<file path="config.mk">
export PLATFORM = sky130hd
export DESIGN_NAME = jdb_detector
export DESIGN_NICKNAME = d
export VERILOG_FILES = /design/src/core/jdb_pkg.sv /design/src/core/jdb_ms_timer.sv /design/src/core/jdb_detector.sv
export SDC_FILE = /design/constraint.sdc
export NUM_CORES = 1
export LEC_CHECK = 0
export ABC_CLOCK_PERIOD_IN_PS = 7450
export BUFFER_PORTS_ARGS = -buffer_cell sky130_fd_sc_hd__buf_2
export CAP_MARGIN = 10
export CORE_MARGIN = 2
export CORE_UTILIZATION = 24
export CTS_CLUSTER_DIAMETER = 100
export CTS_CLUSTER_SIZE = 24
export DETAILED_ROUTE_END_ITERATION = 8
export GPL_TIMING_DRIVEN = 0
export HOLD_SLACK_MARGIN = 0.12
export PLACE_DENSITY = 0.48
export SYNTH_ARGS = -nofsm -noshare
export SYNTH_HDL_FRONTEND = slang
export SYNTH_HIERARCHICAL = 1
export SYNTH_SLANG_ARGS = --single-unit
</file>
<file path="constraint.sdc">
create_clock -name clk_in -period 7.45 [get_ports clk_in]
set_clock_uncertainty 0.2 [all_clocks]
set_input_delay 1.49 -clock clk_in [delete_from_list [all_inputs] [get_ports clk_in]]
set_output_delay 1.49 -clock clk_in [all_outputs]
set_load 0.05 [all_outputs]
</file>
<file path="src/core/jdb_pkg.sv">
package jdb_pkg;

  // register byte addresses on the register port
  localparam logic [7:0] ADDR_JACK_CTRL = 8'hC7;
  localparam logic [7:0] ADDR_THR_A_D = 8'hC8;
  localparam logic [7:0] ADDR_THR_D_B = 8'hC9;
  localparam logic [7:0] ADDR_THR_B_C = 8'hCA;
  localparam logic [7:0] RDATA_UNMAPPED = 8'h00;

  // jack debounce and rate control, laid out exactly as the register bits 7..0
  typedef struct packed {
    logic [1:0] rem_deb;
    logic [1:0] detect_rate;
    logic [2:0] ins_deb;
    logic pause;
  } jdb_ctrl_s;

  localparam jdb_ctrl_s CTRL_RESET = '{rem_deb: 2'h0, detect_rate: 2'h3, ins_deb: 3'h2, pause: 1'b0};
  localparam logic [7:0] THR_A_D_RESET = 8'h0A;
  localparam logic [7:0] THR_D_B_RESET = 8'h16;
  localparam logic [7:0] THR_B_C_RESET = 8'h21;

  // sticky jack events, bit order 2..0
  typedef struct packed {
    logic complete;
    logic removed;
    logic inserted;
  } jdb_jack_ev_s;

  // sticky button events: press in bits 0..3, release in bits 4..7
  localparam int BIT_A_PRESS = 0;
  localparam int BIT_B_PRESS = 1;
  localparam int BIT_C_PRESS = 2;
  localparam int BIT_D_PRESS = 3;
  localparam int BIT_D_RELEASE = 4;
  localparam int BIT_C_RELEASE = 5;
  localparam int BIT_B_RELEASE = 6;
  localparam int BIT_A_RELEASE = 7;

  typedef enum logic [2:0] {BTN_NONE, BTN_A, BTN_B, BTN_C, BTN_D} jdb_button_e;
  typedef enum logic [2:0] {J_IDLE, J_INS_DEB, J_DETECT, J_PRESENT, J_REM_DEB} jdb_jack_state_e;

  // clock and time base
  localparam int CLK_PERIOD_NS = 10;
  localparam int NS_PER_MS = 1000000;
  localparam int CYCLES_PER_MS = NS_PER_MS / CLK_PERIOD_NS;

  // times in ms, indexed by their field codes
  localparam logic [9:0] REM_DEB_MS [4] = '{10'd1, 10'd5, 10'd10, 10'd20};
  localparam logic [9:0] INS_DEB_MS [8] = '{10'd5, 10'd10, 10'd20, 10'd50, 10'd100, 10'd200, 10'd500, 10'd1000};
  localparam logic [9:0] BTN_INTERVAL_MS [8] = '{10'd0, 10'd2, 10'd5, 10'd10, 10'd50, 10'd100, 10'd200, 10'd500};

  // ramp: one step every (1 << rate) ms; 3-pole ends after 32 steps, 4-pole after 64
  localparam logic [9:0] RAMP_STEP_BASE_MS = 10'd1;
  localparam logic [6:0] RAMP_STEPS_3POLE = 7'd32;
  localparam logic [6:0] RAMP_STEPS_4POLE = 7'd64;

endpackage

</file>
<file path="src/core/jdb_ms_timer.sv">
`timescale 1ns/1ps
// one-shot millisecond timer; a start while busy restarts it
module jdb_ms_timer #(
  parameter int unsigned CYCLES_PER_MS = jdb_pkg::CYCLES_PER_MS
) (
  input wire logic clk_in,
  input wire logic rst_in,
  input wire logic start_in,
  input wire logic [9:0] load_ms_in,
  output logic busy_out,
  output logic done_out
);
  localparam int CW = $clog2(CYCLES_PER_MS) + 1;
  localparam logic [CW-1:0] LAST_CYCLE = CW'(CYCLES_PER_MS - 1);

  logic [CW-1:0] cyc;
  logic [CW-1:0] next_cyc;
  logic [9:0] ms_left;
  logic [9:0] next_ms_left;
  logic next_busy;
  logic next_done;

  // a zero load is taken as 1 ms so the timer always ends
  always_comb
  begin
    next_cyc = cyc;
    next_ms_left = ms_left;
    next_busy = busy_out;
    next_done = 1'b0;
    if (start_in)
    begin
      next_cyc = '0;
      next_ms_left = (load_ms_in == 10'h000) ? 10'h001 : load_ms_in;
      next_busy = 1'b1;
    end
    else if (busy_out)
    begin
      if (cyc == LAST_CYCLE)
      begin
        next_cyc = '0;
        if (ms_left == 10'h001)
        begin
          next_busy = 1'b0;
          next_done = 1'b1;
        end
        else
          next_ms_left = ms_left - 10'h001;
      end
      else
        next_cyc = cyc + CW'(1);
    end
  end

  always_ff @(posedge clk_in)
  begin
    if (rst_in)
    begin
      cyc <= '0;
      ms_left <= 10'h000;
      busy_out <= 1'b0;
      done_out <= 1'b0;
    end
    else
    begin
      cyc <= next_cyc;
      ms_left <= next_ms_left;
      busy_out <= next_busy;
      done_out <= next_done;
    end
  end
endmodule

</file>
<file path="src/core/jdb_detector.sv">
`timescale 1ns/1ps
// What this block does
// - removal debounce 1/5/10/20 ms, default 1 ms
// - insertion debounce 5 ms to 1 s, default 20 ms
// - 3-pole detect latency 32 to 256 ms
// - 4-pole detect latency 64 to 512 ms
// - latency set by sense-current ramp rate
// - pause bit stops periodic button measurements
// - paused still detects jack; disabled raises no jack event, only a held button's release
// - code below A-D threshold means button A
// - below D-B, not below A-D: button D
// - below B-C, not below D-B: button B
// - 4-pole measurement interval 2 to 500 ms
// - sticky press/release flags, write one clears
module jdb_detector #(
  parameter int unsigned CYCLES_PER_MS = jdb_pkg::CYCLES_PER_MS
) (
  input wire logic clk_in,
  input wire logic rst_in,
  input wire logic [7:0] reg_addr_in,
  input wire logic reg_wr_in,
  input wire logic reg_rd_in,
  input wire logic [7:0] reg_wdata_in,
  output logic [7:0] reg_rdata_out,
  input wire logic accdet_en_in,
  input wire logic [2:0] btn_interval_code_in,
  input wire logic jack_detect_in,
  input wire logic mic_present_in,
  input wire logic [7:0] meas_code_in,
  input wire logic meas_valid_in,
  input wire logic upper_is_button_c_in,
  input wire jdb_pkg::jdb_jack_ev_s jack_ev_clear_in,
  input wire logic [7:0] btn_ev_clear_in,
  output jdb_pkg::jdb_jack_ev_s jack_ev_out,
  output logic [7:0] btn_ev_out,
  output logic jack_present_out,
  output logic jack_4pole_out,
  output logic mic_sense_step_out,
  output logic [6:0] mic_sense_level_out,
  output logic meas_req_out,
  output jdb_pkg::jdb_button_e button_out
);
  // ascending threshold walk, anything above all three is left to the C/mic decision
  function automatic jdb_pkg::jdb_button_e classify(input logic [7:0] code, input logic [7:0] t_ad,
    input logic [7:0] t_db, input logic [7:0] t_bc, input logic is_c);
    if (code < t_ad)
      classify = jdb_pkg::BTN_A;
    else if (code < t_db)
      classify = jdb_pkg::BTN_D;
    else if (code < t_bc)
      classify = jdb_pkg::BTN_B;
    else
      classify = is_c ? jdb_pkg::BTN_C : jdb_pkg::BTN_NONE;
  endfunction

  // event bit for a button; release bits sit in the upper nibble
  function automatic logic [7:0] event_mask(input jdb_pkg::jdb_button_e b, input logic release_ev);
    logic [7:0] m;
    m = 8'h00;
    unique case (b)
      jdb_pkg::BTN_A: m[release_ev ? jdb_pkg::BIT_A_RELEASE : jdb_pkg::BIT_A_PRESS] = 1'b1;
      jdb_pkg::BTN_B: m[release_ev ? jdb_pkg::BIT_B_RELEASE : jdb_pkg::BIT_B_PRESS] = 1'b1;
      jdb_pkg::BTN_C: m[release_ev ? jdb_pkg::BIT_C_RELEASE : jdb_pkg::BIT_C_PRESS] = 1'b1;
      jdb_pkg::BTN_D: m[release_ev ? jdb_pkg::BIT_D_RELEASE : jdb_pkg::BIT_D_PRESS] = 1'b1;
      jdb_pkg::BTN_NONE: m = 8'h00;
      default: m = 8'h00;
    endcase
    event_mask = m;
  endfunction

  jdb_pkg::jdb_ctrl_s ctrl;
  jdb_pkg::jdb_ctrl_s next_ctrl;
  logic [7:0] thr_ad;
  logic [7:0] next_thr_ad;
  logic [7:0] thr_db;
  logic [7:0] next_thr_db;
  logic [7:0] thr_bc;
  logic [7:0] next_thr_bc;
  logic [7:0] next_rdata;

  jdb_pkg::jdb_jack_state_e jstate;
  jdb_pkg::jdb_jack_state_e next_jstate;
  logic [6:0] next_level;
  logic next_step;
  logic next_present;
  logic next_4pole;
  logic typed;
  logic next_typed;
  jdb_pkg::jdb_jack_ev_s jack_set;
  jdb_pkg::jdb_jack_ev_s next_jack_ev;
  logic jt_start;
  logic [9:0] jt_load;
  logic jt_done;

  logic bt_start;
  logic bt_busy;
  logic bt_done;
  logic btn_run;
  logic next_meas_req;
  jdb_pkg::jdb_button_e next_button;
  jdb_pkg::jdb_button_e seen;
  logic [7:0] btn_set;
  logic [7:0] next_btn_ev;

  // register port: writes land next edge, reads answer one edge later
  always_comb
  begin
    next_ctrl = ctrl;
    next_thr_ad = thr_ad;
    next_thr_db = thr_db;
    next_thr_bc = thr_bc;
    next_rdata = reg_rdata_out;
    if (reg_wr_in)
    begin
      unique case (reg_addr_in)
        jdb_pkg::ADDR_JACK_CTRL: next_ctrl = jdb_pkg::jdb_ctrl_s'(reg_wdata_in);
        jdb_pkg::ADDR_THR_A_D: next_thr_ad = reg_wdata_in;
        jdb_pkg::ADDR_THR_D_B: next_thr_db = reg_wdata_in;
        jdb_pkg::ADDR_THR_B_C: next_thr_bc = reg_wdata_in;
        default: next_ctrl = ctrl;
      endcase
    end
    if (reg_rd_in)
    begin
      unique case (reg_addr_in)
        jdb_pkg::ADDR_JACK_CTRL: next_rdata = ctrl;
        jdb_pkg::ADDR_THR_A_D: next_rdata = thr_ad;
        jdb_pkg::ADDR_THR_D_B: next_rdata = thr_db;
        jdb_pkg::ADDR_THR_B_C: next_rdata = thr_bc;
        default: next_rdata = jdb_pkg::RDATA_UNMAPPED;
      endcase
    end
  end

  always_ff @(posedge clk_in)
  begin
    if (rst_in)
    begin
      ctrl <= jdb_pkg::CTRL_RESET;
      thr_ad <= jdb_pkg::THR_A_D_RESET;
      thr_db <= jdb_pkg::THR_D_B_RESET;
      thr_bc <= jdb_pkg::THR_B_C_RESET;
      reg_rdata_out <= 8'h00;
    end
    else
    begin
      ctrl <= next_ctrl;
      thr_ad <= next_thr_ad;
      thr_db <= next_thr_db;
      thr_bc <= next_thr_bc;
      reg_rdata_out <= next_rdata;
    end
  end

  // one timer serves both debounces and the ramp steps, since they never overlap
  jdb_ms_timer #(.CYCLES_PER_MS(CYCLES_PER_MS)) u_jack_timer (
    .clk_in(clk_in),
    .rst_in(rst_in),
    .start_in(jt_start),
    .load_ms_in(jt_load),
    .busy_out(),
    .done_out(jt_done)
  );

  // jack state machine; pause is not looked at here, so the jack keeps being watched
  always_comb
  begin
    next_jstate = jstate;
    next_level = mic_sense_level_out;
    next_step = 1'b0;
    next_present = jack_present_out;
    next_4pole = jack_4pole_out;
    next_typed = typed;
    jack_set = '0;
    jt_start = 1'b0;
    jt_load = jdb_pkg::RAMP_STEP_BASE_MS << ctrl.detect_rate;
    if (!accdet_en_in)
    begin
      next_jstate = jdb_pkg::J_IDLE;
      next_level = 7'h00;
      next_present = 1'b0;
      next_4pole = 1'b0;
      next_typed = 1'b0;
    end
    else
    begin
      unique case (jstate)
        jdb_pkg::J_IDLE:
          if (jack_detect_in)
          begin
            jt_start = 1'b1;
            jt_load = jdb_pkg::INS_DEB_MS[ctrl.ins_deb];
            next_jstate = jdb_pkg::J_INS_DEB;
          end
        jdb_pkg::J_INS_DEB:
          if (!jack_detect_in)
            next_jstate = jdb_pkg::J_IDLE;
          else if (jt_done)
          begin
            jack_set.inserted = 1'b1;
            next_present = 1'b1;
            next_level = 7'h00;
            jt_start = 1'b1;
            next_jstate = jdb_pkg::J_DETECT;
          end
        jdb_pkg::J_DETECT:
          if (!jack_detect_in)
          begin
            jt_start = 1'b1;
            jt_load = jdb_pkg::REM_DEB_MS[ctrl.rem_deb];
            next_jstate = jdb_pkg::J_REM_DEB;
          end
          else if (jt_done)
          begin
            // each step raises the sense current; the step period sets the latency
            next_step = 1'b1;
            next_level = mic_sense_level_out + 7'h01;
            if (next_level == jdb_pkg::RAMP_STEPS_3POLE && !mic_present_in)
            begin
              jack_set.complete = 1'b1;
              next_4pole = 1'b0;
              next_typed = 1'b1;
              next_jstate = jdb_pkg::J_PRESENT;
            end
            else if (next_level == jdb_pkg::RAMP_STEPS_4POLE)
            begin
              jack_set.complete = 1'b1;
              next_4pole = 1'b1;
              next_typed = 1'b1;
              next_jstate = jdb_pkg::J_PRESENT;
            end
            else
              jt_start = 1'b1;
          end
        jdb_pkg::J_PRESENT:
          if (!jack_detect_in)
          begin
            jt_start = 1'b1;
            jt_load = jdb_pkg::REM_DEB_MS[ctrl.rem_deb];
            next_jstate = jdb_pkg::J_REM_DEB;
          end
        jdb_pkg::J_REM_DEB:
          if (jack_detect_in)
          begin
            // a bounce during detection restarts the ramp from zero
            next_jstate = typed ? jdb_pkg::J_PRESENT : jdb_pkg::J_DETECT;
            next_level = typed ? mic_sense_level_out : 7'h00;
            jt_start = !typed;
          end
          else if (jt_done)
          begin
            jack_set.removed = 1'b1;
            next_present = 1'b0;
            next_4pole = 1'b0;
            next_typed = 1'b0;
            next_level = 7'h00;
            next_jstate = jdb_pkg::J_IDLE;
          end
      endcase
    end
    // set wins over a clear in the same cycle
    next_jack_ev = (jack_ev_out & ~jack_ev_clear_in) | jack_set;
  end

  always_ff @(posedge clk_in)
  begin
    if (rst_in)
    begin
      jstate <= jdb_pkg::J_IDLE;
      mic_sense_level_out <= 7'h00;
      mic_sense_step_out <= 1'b0;
      jack_present_out <= 1'b0;
      jack_4pole_out <= 1'b0;
      typed <= 1'b0;
      jack_ev_out <= '0;
    end
    else
    begin
      jstate <= next_jstate;
      mic_sense_level_out <= next_level;
      mic_sense_step_out <= next_step;
      jack_present_out <= next_present;
      jack_4pole_out <= next_4pole;
      typed <= next_typed;
      jack_ev_out <= next_jack_ev;
    end
  end

  // periodic measurement timer, only for a typed 4-pole jack while not paused
  assign btn_run = (jstate == jdb_pkg::J_PRESENT) && jack_4pole_out && !ctrl.pause
    && (btn_interval_code_in != 3'h0);
  assign bt_start = btn_run && !bt_busy;

  jdb_ms_timer #(.CYCLES_PER_MS(CYCLES_PER_MS)) u_btn_timer (
    .clk_in(clk_in),
    .rst_in(rst_in),
    .start_in(bt_start),
    .load_ms_in(jdb_pkg::BTN_INTERVAL_MS[btn_interval_code_in]),
    .busy_out(bt_busy),
    .done_out(bt_done)
  );

  // classify each result; a change of button gives a release of the old and a press of the new
  always_comb
  begin
    next_meas_req = bt_done && btn_run;
    next_button = button_out;
    btn_set = 8'h00;
    seen = classify(meas_code_in, thr_ad, thr_db, thr_bc, upper_is_button_c_in);
    if (!jack_present_out || !jack_4pole_out)
      next_button = jdb_pkg::BTN_NONE;
    else if (meas_valid_in)
      next_button = seen;
    if (next_button != button_out)
      btn_set = event_mask(button_out, 1'b1) | event_mask(next_button, 1'b0);
    next_btn_ev = (btn_ev_out & ~btn_ev_clear_in) | btn_set;
  end

  always_ff @(posedge clk_in)
  begin
    if (rst_in)
    begin
      meas_req_out <= 1'b0;
      button_out <= jdb_pkg::BTN_NONE;
      btn_ev_out <= 8'h00;
    end
    else
    begin
      meas_req_out <= next_meas_req;
      button_out <= next_button;
      btn_ev_out <= next_btn_ev;
    end
  end
endmodule

</file>
==> reports/results.ini <==
[cells_and_area]
nNetsFinal = 1073
finalNonFillerCells = 1404
areaGrowthSynthToFinish_pct = 19.97
drive_above_1_share_pct = 15.77
nFillCells = 3299
stdcell_area_mm2 = 0.008864
num_antenna_cells = 0

[clocking]
cts-hold-fix-buffers = 0
clk_pin_slew_ns = 0.06
tritoncts = yes
cts_max_level = 4
cts_buffer_depth = 2
root_buffer = clkbuf_16
postCtsSetupRepairBufs = 0
worstSkewPairLatency_ns = 0.43
ctsResizeCount = 0
clock_sinks = 129
cts_buffers = 17

[worst_setup_path]
critical_path.top_delay_family = buffers and inverters
crit_chain = clkbuf_1 -> clkbuf_1 -> o211ai_1 -> o21ai_0 -> clkbuf_1 -> nor2_1 -> nand2_1 -> clkbuf_1 -> nor2_1
cp_max_fo = 10
worstPathRequired_ns = 7.54
slowest_stage = clkbuf_1
max_stage_delay_ns = 0.41
start_kind = input port
crit_type = input port to flop
worst-path-buf-inv = 4
cpMostUsedCell = clkbuf_1
r2r_slack_ns = 3.89
worstSetupEndpointType = flop
crit_arrival_ns = 3.92

[route]
ant_nets = 0
vias_per_cell = 4.856
firstDrtPassIters = 7
first_iter_violations = 484
drc_errors = 0
wl_per_cell_um = 14.83
vias = 6818
route.final.wire_length_um = 20820

[yosys]
ys_top_cells_by_count = 129 x dfxtp_1, 120 x nor2_1, 81 x nand2_1
synthArstFlopShare_pct = 0
synth-edff-count = 0
synthTopCellsByArea = dfxtp_1 35%, nor2_1 6.1%, ha_1 5.2%
syn_inst = 898
ys_types = 84
synth_compound_area_share_pct = 17.54
synthAdderAreaFrac_pct = 5.250
synth_top_cell_by_area = dfxtp_1
synth_top_family_by_area = simple AND/OR/NAND/NOR gates
synthesis.area_mm2 = 0.007388
synth.most_common_cell = dfxtp_1
ys.flop_type = dfxtp_1
avgSynthCellArea_um2 = 8.228
ys_warn_count = 6
synth-seq-cells = 129
synthMuxAreaShare_pct = 1.541
netlist.area_leader.share_pct = 34.95
yosys.area_share.simple_pct = 30.94
synth-seq-area-share_pct = 34.95
synthXorXnorAreaFrac_pct = 5.216

[place]
placed_cells_incl_taps = 1372
numPortBuffers = 77
placed_area_mm2 = 0.008273
gp_congestion = 0.8084
place_hpwl_um = 15530

[pwr]
p_total_mw = 1.654
ir_drop_mv = 0.1477
leakage_nw = 3.176
p_per_area_mw_per_mm2 = 186.6

[timing]
period_share_pct = 51.42
setup_viol = 0
period_minus_slack_ns = 3.831
clock.fmax_mhz = 261.1
setup_tns_ns = 0
rsz0062_at_grt = false
hold_viol_final = 0
whs_ns = 0.2582
drv_slew = 0
slew_headroom_pct = 55.31
worstMarginPinSlew_ns = 0.6703

[global_routing]
grtUsageTotal_pct = 12.90
grt_pass1_vias = 6414
grt_pass1_wl_um = 34040
overflow = 0
antenna_found_initial = 0
grt_max_degree = 18

[die]
die_h_um = 179.5
num_io_pins = 80
die_area_mm2 = 0.03220
placeableCoreArea_mm2 = 0.03043
initial_utilization_pct = 24.28
core.rowCount = 64
die_w_um = 179.5

[hold_path]
min-delay-path-class = flop to flop

[job]
drv_cap = 0

[outcome]
status = finished, final reports clean

logic make-up (layout without fill, tap and decap cells):
| group | Yosys count | count (layout) |
|---|---|---|
| AND/OR/NAND/NOR | 418 | 418 |
| multiplexers | 11 | 11 |
| flip-flops | 129 | 129 |
| XOR/XNOR | 44 | 44 |
| buffers and inverters | 84 | 193 |
| other | 1 | 2 |
| adder cells (fa/ha/maj) | 31 | 31 |
| AO/OA/AOI/OAI | 180 | 180 |
layout make-up:
| class | count | area, um^2 | share of cell area [%] |
|---|---|---|---|
| inverters | 48 | 180.2 | 2.033 |
| clock inverters | 12 | 133.9 | 1.510 |
| multi-input cells | 686 | 4477 | 50.51 |
| well taps | 396 | 495.5 | 5.590 |
| clock buffers | 20 | 456.7 | 5.152 |
| flip-flops and latches | 129 | 2582 | 29.14 |
| plain buffers | 36 | 152.6 | 1.722 |
| repair buffers | 77 | 385.4 | 4.348 |
tightest hold or removal path, delay by kind of cell, from the launching register on:
| family | cells | cell delay, ns |
|---|---|---|
| AOI/OAI and AO/OA | 1 | 0.05 |
| DFF | 1 | 0.31 |
| and+or+nand+nor | 1 | 0.05 |
registers in the layout (all words and copies together), names as in the netlist, 3 cells and up:
| name | flops |
|---|---|
| thr_ad | 8 |
| jack_ev_out | 3 |
| ctrl | 8 |
| u_jack_timer/cyc | 18 |
| jstate | 3 |
| mic_sense_level_out | 7 |
| btn_ev_out | 8 |
| u_jack_timer/ms_left | 10 |
| u_btn_timer/ms_left | 10 |
| thr_db | 8 |
| thr_bc | 8 |
| u_btn_timer/cyc | 18 |
| reg_rdata_out | 8 |
| button_out | 3 |
metal layers:
| metal | global-route usage (%) | share of wire, % | vias to the layer above | routed length (um) |
|---|---|---|---|---|
| met2 | 20.93 | 46 | 141 | 9663 |
| met1 | 17.06 | 49 | 3202 | 10200 |
| li1 | - | - | 3459 | - |
| met5 | 0 | 0 | - | 0 |
| met3 | 3.059 | 3.4 | 16 | 699 |
| met4 | 3.610 | 1.2 | 0 | 248 |
power by group:
part / leakage, nW / internal, mW / switching [mW]
registers: 1.04 / 0.694 / 0.00463
clock network: 0.286 / 0.511 / 0.331
logic: 1.85 / 0.0405 / 0.0723
total: 3.18 / 1.25 / 0.408
worst paths after layout:
path / from / end / cells past startpoint
hold / removal: reg_rdata_out[7] / reg_rdata_out[7] / 2
setup reg to reg: mic_sense_level_out[0] / u_jack_timer/cyc[13] / 12
setup / recovery: jack_detect_in / u_jack_timer/cyc[13] / 9
hold reg to reg: reg_rdata_out[7] / reg_rdata_out[7] / 2
metrics by stage:
step	setup WS (ns)	utilization, %
2_1_floorplan	3.937	-
3_3_place_gp	3.233	27.19
3_5_place_dp	3.242	27.19
4_1_cts	3.652	29.13
5_1_grt	3.303	29.13
6_report	3.619	29.13
cell usage in the layout (no fill, tap or decap), types with 16 or more instances in the layout:
master and count:
dfxtp_1 129, nor2_1 120, nand2_1 81, buf_2 79
nand3_1 52, a21oi_1 52, inv_1 48, clkbuf_1 31
ha_1 31, xnor2_1 30, nor3_1 29, o21ai_0 19
clkbuf_16 17, nand4_1 16, nor4_1 16
No activity file was read; power rests on OpenSTA's default activity.
